File: src/hw/svar_defines.vh
`ifndef SVAR_DEFINES_VH
`define SVAR_DEFINES_VH

// request header byte offsets
`define HDR_CLASS_OFS      4'h0
`define HDR_INST_OFS       4'h2
`define HDR_ATTR_OFS       4'h4
`define HDR_LEN_OFS        4'h6
`define HDR_DATA_OFS       4'h8
`define HDR_BYTES          8'h08
// record indices
`define IDX_READ_REQ       16'h0002
// data buffer size in bytes (26 words)
`define BUF_BYTES          8'h34
`define BUF_AW             6

`endif

File: src/hw/shared_variable_record_access.v
// Contract
// a variable write completes with one record write of header and value.
// a variable read is a record write naming the variable, then a record read.
// the controller compares the echoed class, instance and attribute.
// header words: class at 0, instance at 2, attribute at 4, length at 6, data from 8.
// the controller sets record length to 8 plus the data length.
// a record write with index 2 requests the selected variable's value.
// the terminal buffers the selected value until the matching record read.
// the controller waits on busy, then advances on done or sets -98 on error.
// the controller's write sequence ends by clearing its request bit.
// on read start the controller zeroes and fills the request block.
// on write start the controller fetches header fields, data already placed.
// a failed record read makes the controller set -99.
// the controller keeps at most one access in flight.
`timescale 1ns/10ps
`include "svar_defines.vh"
module shared_variable_record_access (
	// clock and reset
	input  wire        sys_clk,
	input  wire        rst,
	// record write byte stream
	input  wire        wr_start,
	input  wire [15:0] wr_index,
	input  wire        wr_valid,
	input  wire [7:0]  wr_byte,
	input  wire        wr_last,
	output wire        wr_busy,
	output reg         wr_done,
	output reg         wr_error,
	// record read byte stream
	input  wire        rd_start,
	output wire        rd_busy,
	output reg         rd_valid_out,
	output reg  [7:0]  rd_byte,
	output reg         rd_last,
	output reg         rd_error,
	// variable store access
	output reg         var_wr,
	output reg  [15:0] var_class,
	output reg  [15:0] var_inst,
	output reg  [15:0] var_attr,
	output reg  [7:0]  var_addr,
	output reg  [7:0]  var_wdata,
	input  wire [7:0]  var_rdata
);
	localparam S_IDLE = 3'd0;
	localparam S_RECV = 3'd1;
	localparam S_FILL = 3'd2;
	localparam S_SEND = 3'd4;

	reg [2:0]  state_r;
	reg [15:0] index_r;
	reg [7:0]  cnt_r;
	reg [15:0] len_r;
	reg [7:0]  hdr_r [0:7];
	reg [7:0]  echo_r [0:7];
	reg        pend_r;

	wire [7:0] buf_rd;
	reg        buf_we;
	reg  [5:0] buf_wa;
	reg  [7:0] buf_wd;
	wire [5:0] buf_ra;

	function [15:0] hword;
		input [7:0] hi;
		input [7:0] lo;
		hword = {hi, lo};
	endfunction

	// lengths beyond the buffer are clamped to it
	function [7:0] cap_len;
		input [15:0] len;
		if (len > {8'h00, `BUF_BYTES})
			cap_len = `BUF_BYTES;
		else
			cap_len = len[7:0];
	endfunction

	// byte 7 is still on the bus when wr_last comes with it
	wire [7:0]  len_lo  = (cnt_r == 8'h07) ? wr_byte : hdr_r[7];
	wire [15:0] len_req = {8'h00, cap_len(hword(hdr_r[6], len_lo))};

	// starts are taken only in idle
	assign wr_busy = (state_r == S_RECV) || (state_r == S_FILL);
	assign rd_busy = (state_r == S_SEND);
	// address one byte ahead: the store read is registered
	assign buf_ra = (cnt_r >= 8'h07) ? cnt_r[5:0] - 6'd7 : 6'd0;

	// value buffer
	svar_store u_store (
		.sys_clk (sys_clk),
		.rst     (rst),
		.wr_en   (buf_we),
		.wr_addr (buf_wa),
		.wr_data (buf_wd),
		.rd_addr (buf_ra),
		.rd_data (buf_rd)
	);

	always @(posedge sys_clk) begin
		if (rst) begin
			state_r      <= S_IDLE;
			index_r      <= 16'h0000;
			cnt_r        <= 8'h00;
			len_r        <= 16'h0000;
			pend_r       <= 1'b0;
			wr_done      <= 1'b0;
			wr_error     <= 1'b0;
			rd_valid_out <= 1'b0;
			rd_byte      <= 8'h00;
			rd_last      <= 1'b0;
			rd_error     <= 1'b0;
			var_wr       <= 1'b0;
			var_class    <= 16'h0000;
			var_inst     <= 16'h0000;
			var_attr     <= 16'h0000;
			var_addr     <= 8'h00;
			var_wdata    <= 8'h00;
			buf_we       <= 1'b0;
			buf_wa       <= 6'd0;
			buf_wd       <= 8'h00;
		end else begin
			wr_done      <= 1'b0;
			wr_error     <= 1'b0;
			rd_valid_out <= 1'b0;
			rd_last      <= 1'b0;
			rd_error     <= 1'b0;
			var_wr       <= 1'b0;
			buf_we       <= 1'b0;
			case (state_r)
			S_IDLE: begin
				// a write start wins over a read start
				if (wr_start) begin
					index_r <= wr_index;
					cnt_r   <= 8'h00;
					state_r <= S_RECV;
				end else if (rd_start) begin
					// read without a pending request fails
					if (pend_r) begin
						cnt_r   <= 8'h00;
						state_r <= S_SEND;
					end else
						rd_error <= 1'b1;
				end
			end
			S_RECV: begin
				if (wr_valid) begin
					// header bytes then data
					if (cnt_r < `HDR_BYTES)
						hdr_r[cnt_r[2:0]] <= wr_byte;
					else if (index_r != `IDX_READ_REQ) begin
						// data goes straight to the variable
						var_wr    <= 1'b1;
						var_class <= hword(hdr_r[0], hdr_r[1]);
						var_inst  <= hword(hdr_r[2], hdr_r[3]);
						var_attr  <= hword(hdr_r[4], hdr_r[5]);
						var_addr  <= cnt_r - `HDR_BYTES;
						var_wdata <= wr_byte;
					end
					cnt_r <= cnt_r + 8'h01;
					if (wr_last) begin
						if (cnt_r < 8'h07) begin
							wr_error <= 1'b1;
							state_r  <= S_IDLE;
						end else if (index_r == `IDX_READ_REQ) begin
							// index 2 selects a read request
							var_class <= hword(hdr_r[0], hdr_r[1]);
							var_inst  <= hword(hdr_r[2], hdr_r[3]);
							var_attr  <= hword(hdr_r[4], hdr_r[5]);
							len_r     <= len_req;
							// keep header for echo
							echo_r[0] <= hdr_r[0];
							echo_r[1] <= hdr_r[1];
							echo_r[2] <= hdr_r[2];
							echo_r[3] <= hdr_r[3];
							echo_r[4] <= hdr_r[4];
							echo_r[5] <= hdr_r[5];
							echo_r[6] <= hdr_r[6];
							echo_r[7] <= len_lo;
							var_addr  <= 8'h00;
							cnt_r     <= 8'h00;
							state_r   <= S_FILL;
						end else begin
							wr_done <= 1'b1;
							state_r <= S_IDLE;
						end
					end
				end
			end
			S_FILL: begin
				// copy the selected variable into the buffer
				buf_we   <= 1'b1;
				buf_wa   <= cnt_r[5:0];
				buf_wd   <= var_rdata;
				cnt_r    <= cnt_r + 8'h01;
				var_addr <= var_addr + 8'h01;
				// length was clamped to the buffer when taken
				if (cnt_r + 8'h01 >= len_r[7:0]) begin
					pend_r  <= 1'b1;
					wr_done <= 1'b1;
					state_r <= S_IDLE;
				end
			end
			S_SEND: begin
				// echo header, then buffered value
				rd_valid_out <= 1'b1;
				// header bytes come from the copy kept at request time
				if (cnt_r < `HDR_BYTES)
					rd_byte <= echo_r[cnt_r[2:0]];
				else
					rd_byte <= buf_rd;
				cnt_r <= cnt_r + 8'h01;
				if (cnt_r + 8'h01 >= len_r[7:0] + `HDR_BYTES) begin
					rd_last <= 1'b1;
					pend_r  <= 1'b0;
					state_r <= S_IDLE;
				end
			end
			default: state_r <= S_IDLE;
			endcase
		end
	end
endmodule // shared_variable_record_access

File: src/hw/svar_store.v
`timescale 1ns/10ps
module svar_store (
	// clock and reset
	input  wire        sys_clk,
	input  wire        rst,
	// write side
	input  wire        wr_en,
	input  wire [5:0]  wr_addr,
	input  wire [7:0]  wr_data,
	// read side
	input  wire [5:0]  rd_addr,
	output reg  [7:0]  rd_data
);
	reg [7:0] mem [0:63];

	always @(posedge sys_clk) begin
		if (wr_en)
			mem[wr_addr] <= wr_data;
	end

	always @(posedge sys_clk) begin
		if (rst)
			rd_data <= 8'h00;
		else
			rd_data <= mem[rd_addr];
	end
endmodule // svar_store
File: config.mk
export PLATFORM = sky130hd
export DESIGN_NAME = shared_variable_record_access
export DESIGN_NICKNAME = d
export VERILOG_FILES = /design/src/hw/shared_variable_record_access.v /design/src/hw/svar_store.v
export VERILOG_INCLUDE_DIRS = /design/src /design/src/hw
export SDC_FILE = /design/constraint.sdc
export NUM_CORES = 1
export LEC_CHECK = 0
export ABC_AREA = 1
export BUFFER_PORTS_ARGS = -buffer_cell sky130_fd_sc_hd__buf_2
export CORE_MARGIN = 2
export CORE_UTILIZATION = 42
export DETAILED_ROUTE_END_ITERATION = 16
export GPL_ROUTABILITY_DRIVEN = 0
export GPL_TIMING_DRIVEN = 0
export PLACE_DENSITY = 0.57
export SLEW_MARGIN = 20
export SYNTH_ARGS = -nofsm -noshare
export SYNTH_HDL_FRONTEND = slang
export SYNTH_SLANG_ARGS = --single-unit
File: constraint.sdc
create_clock -name sys_clk -period 6.52 [get_ports sys_clk]
set_input_delay 0.326 -clock sys_clk [delete_from_list [all_inputs] [get_ports sys_clk]]
set_output_delay 0.326 -clock sys_clk [all_outputs]
set_load 0.01 [all_outputs]
# --- Yosys cells after proc, flatten, opt, wreduce, memory -nomap -nowiden ---
# Memories as Yosys holds them, arrays and structs flattened. A register that Yosys moved wholly into a read port is not among the register bits.
# Index checks and enable logic that the tools add are counted.
word_totals:
  reg_bits: 129
  ramBits: 640
  out_inout_bits: 80
  n_memories: 3
op_classes:
  n_addsub: 5
  magnitude_cmp: 6
  n_eq_ne: 12
  n_mux: 75
  bitwise_logic: 8
  n_reduce_logical: 18
memory_table:
  columns: ["name", "depth", "word_bits", "rd", "rd_ports_with_merged_regs", "write_ports", "line_no", "rtl"]
  rows:
  - ["u_store.mem", 64, 8, 1, 1, 1, "svar_store.v:14", "reg [7:0] mem [0:63];"]
  - ["echo_r", 8, 8, 1, 1, 8, "shared_variable_record_access.v:56", "reg [7:0] echo_r [0:7];"]
  - ["hdr_r", 8, 8, 8, 0, 1, "shared_variable_record_access.v:55", "reg [7:0] hdr_r [0:7];"]
op_table:
  columns: ["op", "count"]
  rows:
  - ["2-to-1 mux 16 bit", 15]
  - ["2-to-1 mux 8 bit", 16]
  - ["2-to-1 mux 1 bit", 27]
  - ["2-to-1 mux 3 bit", 9]
  - ["case mux 8 bit (3 select lines)", 1]
  - ["adder 8 x 1 -> 8 bit (second input constant)", 2]
  - ["== test 16 x 2 -> 1 bit (second input constant)", 1]
  - [">= comparator 8 bit", 2]
  - ["greater-than comparator 16 x 6 -> 1 bit (second input constant)", 1]
  - ["!= test 16 x 2 -> 1 bit (second input constant)", 1]
  - ["case mux 8 bit (2 select lines)", 1]
  - ["case mux 3 bit (4 select lines)", 1]
  - ["OR reduction 4 bit", 3]
  - ["adder 8 x 4 -> 8 bit (second input constant)", 1]
  - ["== test 8 x 3 -> 1 bit (second input constant)", 1]
  - [">= comparator 8 x 3 -> 1 bit (second input constant)", 1]
  - ["less-than comparator 8 x 3 -> 1 bit (second input constant)", 1]
  - ["less-than comparator 8 x 4 -> 1 bit (second input constant)", 1]
  - ["NOT 1 bit", 8]
  - ["AND reduction 4 bit", 2]
  - ["subtractor 8 x 4 -> 8 bit (second input constant)", 1]
  - ["2-to-1 mux 6 bit", 1]
  - ["!= test 3 bit (second input constant)", 2]
  - ["AND reduction 2 bit", 3]
  - ["16 further kinds", 22]

# --- Logic depth before layout (Yosys ltp) ---
logic_depth:
  ltp_word: 8
  mapped_depth: 16

# --- By module ---
# A second synthesis with hierarchy kept.
hier_totals:
  hier_cells: 2912
  hier_area_um2: 32107.0
modules_own_cells:
  columns: ["mod", "n_inst", "cells_per_inst", "area_each_um2"]
  rows:
  - ["svar_store", 1, 1823, 21305.4]
  - ["shared_variable_record_access", 1, 1089, 10801.6]

# --- Least setup slack after synthesis ---
# Ideal clock, no wire load.
synth_path:
  kind: "register -> register"
  startpoint: "register cnt_r[0]"
  endpoint: "memory echo_r[0][0], enable pin"
  arrival_ns: 4.146
  t_required_ns: 6.034
  slack_ns: 1.888
  path_stages_with_launch: 10
  path_buffers: 0
  period_less_slack_ns: 4.632
  path_cell_list: "dfxtp_1 ha_1 nand2_4 nand2_8 inv_2 nand2_2 nand4_1 nor2_2 inv_2 nor2_1"
synth_lines:
  columns: ["element", "line_no", "rtl"]
  rows:
  - ["start, declared", "shared_variable_record_access.v:53", "reg [7:0] cnt_r;"]
  - ["start signal, assigned", "shared_variable_record_access.v:161", "cnt_r <= cnt_r + 8'h01;"]
  - ["start signal, assigned", "shared_variable_record_access.v:196", "cnt_r <= cnt_r + 8'h01;"]
  - ["start signal, assigned", "shared_variable_record_access.v:213", "cnt_r <= cnt_r + 8'h01;"]
  - ["end, declared", "shared_variable_record_access.v:56", null]

# --- Worst setup path after layout ---
layout_path:
  startpoint: "register cnt_r[0]"
  endpoint: "register u_store.rd_data[4] (read register of u_store.mem)"
layout_via:
  elab_chain_cells: 2
layout_lines:
  columns: ["element", "line_no", "rtl"]
  rows:
  - [">= comparator 8 x 3 -> 1 bit / subtractor 6 x 3 -> 6 bit (equally long branches)", "shared_variable_record_access.v:88", "assign buf_ra = (cnt_r >= 8'h07) ? cnt_r[5:0] - 6'd7 : 6'd0;"]
  - ["2-to-1 mux 6 bit (*)", "shared_variable_record_access.v:88", null]
  - ["end, declared", "svar_store.v:12", "output reg [7:0] rd_data"]
# Mark *: on every way between the ends. The rest lies on a longest branch, timed or not.
# A chain may end at the register's enable or synchronous reset.

==> results.sh <==
export IMPL_power_switching_mw=3.15
export IMPL_cts_tree="built"
export IMPL_drc=0
export IMPL_slew_limit_headroom_pct=33.9
export IMPL_reg2reg_from="cnt_r[0]"
export IMPL_slew_viol_final=0
export IMPL_clock_latency_ns=0.63
export IMPL_dieArea_um2=80800
export IMPL_synth_seq_cells=780
export IMPL_grt_max_degree=61
export IMPL_fin_setup_tns_ns=0
export IMPL_ys_warn_count=0
export IMPL_fillers=7241
export IMPL_combPwrFrac_pct=10.6
export IMPL_power_density_nw_per_um2=314
export IMPL_synthDistinctLibCells=44
export IMPL_min_path_cells=3
export IMPL_io_pins=118
export IMPL_status="complete, no violations"
export IMPL_ctsResizeCount=0
export IMPL_die_w_um=284
export IMPL_htreeDepth=3
export IMPL_wl_mm=94.1
export IMPL_dr_pass1_iters=5
export IMPL_via_per_inst=5.15
export IMPL_worst_path_max_fanout=10
export IMPL_post_synth_top_count_cell="edfxtp_1"
export IMPL_period_needed_ns=3.39
export IMPL_netlist_top_cells_count="edfxtp_1, nand2_1, nand3_1"
export IMPL_netlist_top_cells_area="edfxtp_1, dfxtp_1, nand3_1"
export IMPL_syn_instance_count=3231
export IMPL_clkPwrFrac_pct=38.5
export IMPL_ir_drop_mv=0.212
export IMPL_overflow=0
export IMPL_final_hold_viol_count=0
export IMPL_synth_nets=3288
export IMPL_vias=23561
export IMPL_clkTransAtPathRegs_ns=0.06
export IMPL_p_seq_share_pct=50.9
export IMPL_min_path_type="in2reg"
export IMPL_grt_total_usage_pct=23.1
export IMPL_final_antenna_net_count=0
export IMPL_synthFlopType="edfxtp_1"
export IMPL_synth_top_area_cell="edfxtp_1"
export IMPL_rsz0062_at_grt="no"
export IMPL_cts_inserted_buffers=84
export IMPL_final_nets=3527
export IMPL_die_h_um=284
export IMPL_p_leak_nw=15.6
export IMPL_clock_sinks=780
export IMPL_portBuffers=116
export IMPL_rows=102
export IMPL_sw_frac_of_total_pct=26.3
export IMPL_crit_type="reg2reg"
export IMPL_routedWlPerCell_um=20.5
export IMPL_cp_start_kind="flop"
export IMPL_p_int_mw=8.82
export IMPL_cp_data_arrival_time_ns=3.87
export IMPL_ff2ff_setup_slack_ns=3.13
export IMPL_holdPathEnd="index_r[8]"
export IMPL_ys_seq_area_share_pct=66.7
export IMPL_fin_util_pct=49.1
export IMPL_skew_ns=0.0186
export IMPL_setup_violations=0
export IMPL_clockBufferDepth=3
export IMPL_end_kind="flop"
export IMPL_syn_mean_instance_area_um2=10.2
export IMPL_synth_top_area_share_pct=58.2
export IMPL_grt_antenna_before_repair=1
export IMPL_r2r_cells=14
export IMPL_worst_pin_slew_ns=0.987
export IMPL_first_iter_violations=2272
export IMPL_min_from="wr_index[8]"
export IMPL_synth_edff_count=640
export IMPL_dp_hpwl_mm=64.4
export IMPL_area_growth_pct=15.5
export IMPL_clock_fmax_mhz=295
export IMPL_start_util_pct=42.5
export IMPL_ys_async_sr_fraction_pct=0
export IMPL_crit_required_ns=7.00
export IMPL_clockRootBuffer="clkbuf_16"
export IMPL_design_core_area_um2=77600
export IMPL_worstReg2RegEnd="u_store.rd_data[4]"
export IMPL_syn_cell_area_um2=33000
export IMPL_period_share_pct=52.0
export IMPL_drive_gt1_share_pct=11.2
export IMPL_grt_pass1_wl_mm=139
export IMPL_maxCapViolations=0
export IMPL_grt_pass1_vias=22073
cells in the final DEF (no fill, tap or decap), drive strengths merged:
master | synthesis | layout
edfxtp | 640 | 640
nand2 | 629 | 629
inv | 526 | 531
nand3 | 529 | 529
nor2 | 252 | 252
buf | 104 | 232
clkbuf | 56 | 172
dfxtp | 140 | 140
o21ai | 132 | 132
a21oi | 97 | 97
clkinv | 2 | 27
dlygate4sd3 | 0 | 25
nor3 | 24 | 24
ha | 19 | 19
o211ai | 16 | 16
xor2 | 10 | 10
nand4 | 10 | 10
o32ai | 8 | 8
mux2i | 8 | 8
o221ai | 8 | 8
nor4 | 5 | 5
a31oi | 3 | 3
bufinv | 0 | 3
clkinvlp | 0 | 3
xnor2 | 2 | 2
mux2 | 2 | 2
o21bai | 2 | 2
or2 | 2 | 2
diode | 0 | 1
o21a | 1 | 1
nor3b | 1 | 1
a41oi | 1 | 1
o21ba | 1 | 1
o2111ai | 1 | 1
power by group through the flow:
| stage | Combinational [mW] | Clock (mW) | Sequential (mW) |
|---|---|---|---|
| 2_1_floorplan | 0.488 | 0 | 6.23 |
| 3_3_place_gp | 0.801 | 0 | 6.57 |
| 3_5_place_dp | 1.25 | 0 | 6.19 |
| 4_1_cts | 1.27 | 4.67 | 6.09 |
| 5_1_grt | 1.37 | 4.85 | 6.11 |
| 6_report | 1.27 | 4.61 | 6.09 |
worst max path at each step:
stage / from / slack (ns) / endpoint
3_3_place_gp: cnt_r[0] / -0.09 / echo_r[1][1]
4_1_cts: cnt_r[0] / 3.16 / u_store.rd_data[1]
6_report: cnt_r[0] / 3.13 / u_store.rd_data[4]
3_5_place_dp: cnt_r[0] / 3.17 / u_store.rd_data[1]
5_1_grt: cnt_r[0] / 3.01 / u_store.rd_data[4]
2_1_floorplan: cnt_r[0] / 1.89 / echo_r[0][0]
cell type report:
class,count,area [µm²],area share (%)
Sequential cell,780,22100,57.8
Multi-Input combinational cell,1763,8260,21.7
Clock buffer,116,2320,6.10
Inverter,528,1980,5.21
Tap cell,1040,1300,3.41
Timing Repair Buffer,153,1100,2.88
Buffer,160,776,2.03
Clock inverter,36,323,0.847
Antenna cell,1,2.50,0.00656
state kept, by name (all words and copies together), names as in the netlist, 16 cells and up, named ones only:
register	cells
u_store.mem	512
echo_r	64
hdr_r	64
index_r	16
var_attr	16
var_class	16
var_inst	16
routing by layer:
metal	share of wire [%]	vias up	global-route usage (%)	routed length, µm
met4	4.0	0	8.66	3740
li1	-	11218	-	-
met5	0	-	0	0
met1	44	11314	32.8	41600
met3	6.3	197	2.99	5920
met2	45	832	36.2	42700
critical path, cell delays in order, from the launching register on:
cell and delay [ns]:
dfxtp_1 0.62, ha_1 0.30, nand2_4 0.14, nand2_8 0.12, nor2_8 0.06, nor2_4 0.37, buf_2 0.36, buf_2 0.27
nand2_1 0.09, o211ai_1 0.08, nand3_1 0.18, nand3_1 0.16, nand3_1 0.10, nand3_1 0.24, a21oi_1 0.12
cell families (layout without fill, tap and decap cells):
| logic type | count (synthesis) | count (layout) | synth area share, % |
|---|---|---|---|
| buffers and inverters | 688 | 993 | 8.36 |
| muxes | 10 | 10 | 0.311 |
| AOI/OAI and AO/OA | 270 | 270 | 4.49 |
| xor gates and xnor gates | 12 | 12 | 0.319 |
| DFF | 780 | 780 | 66.7 |
| and+or+nand+nor | 1452 | 1452 | 19.1 |
| adders and majority gates | 19 | 19 | 0.720 |
| other | 0 | 1 | 0 |
through the flow:
| stage | cells | setup WS [ns] | instance area, µm² | power (mW) | hold slack, ns |
|---|---|---|---|---|---|
| floorplan | 3231 | 1.89 | 33000 | 6.72 | 0.402 |
| global placement | 4387 | -0.0859 | 34900 | 7.37 | 0.424 |
| detailed placement | 4399 | 3.17 | 35200 | 7.44 | 0.429 |
| CTS | 4576 | 3.16 | 38100 | 12.0 | 0.00607 |
| global route | 4576 | 3.01 | 38100 | 12.3 | 0.0449 |
| finish | 4577 | 3.13 | 38100 | 12.0 | 0.0389 |
what timing repair did:
action                                  4_1_cts  5_1_grt
endpoints found under the hold margin        25        0
hold buffers                                 25        0
endpoints found under the setup margin        0        0
setup buffers                                 0        0
Power figures use the tool's default switching activity.
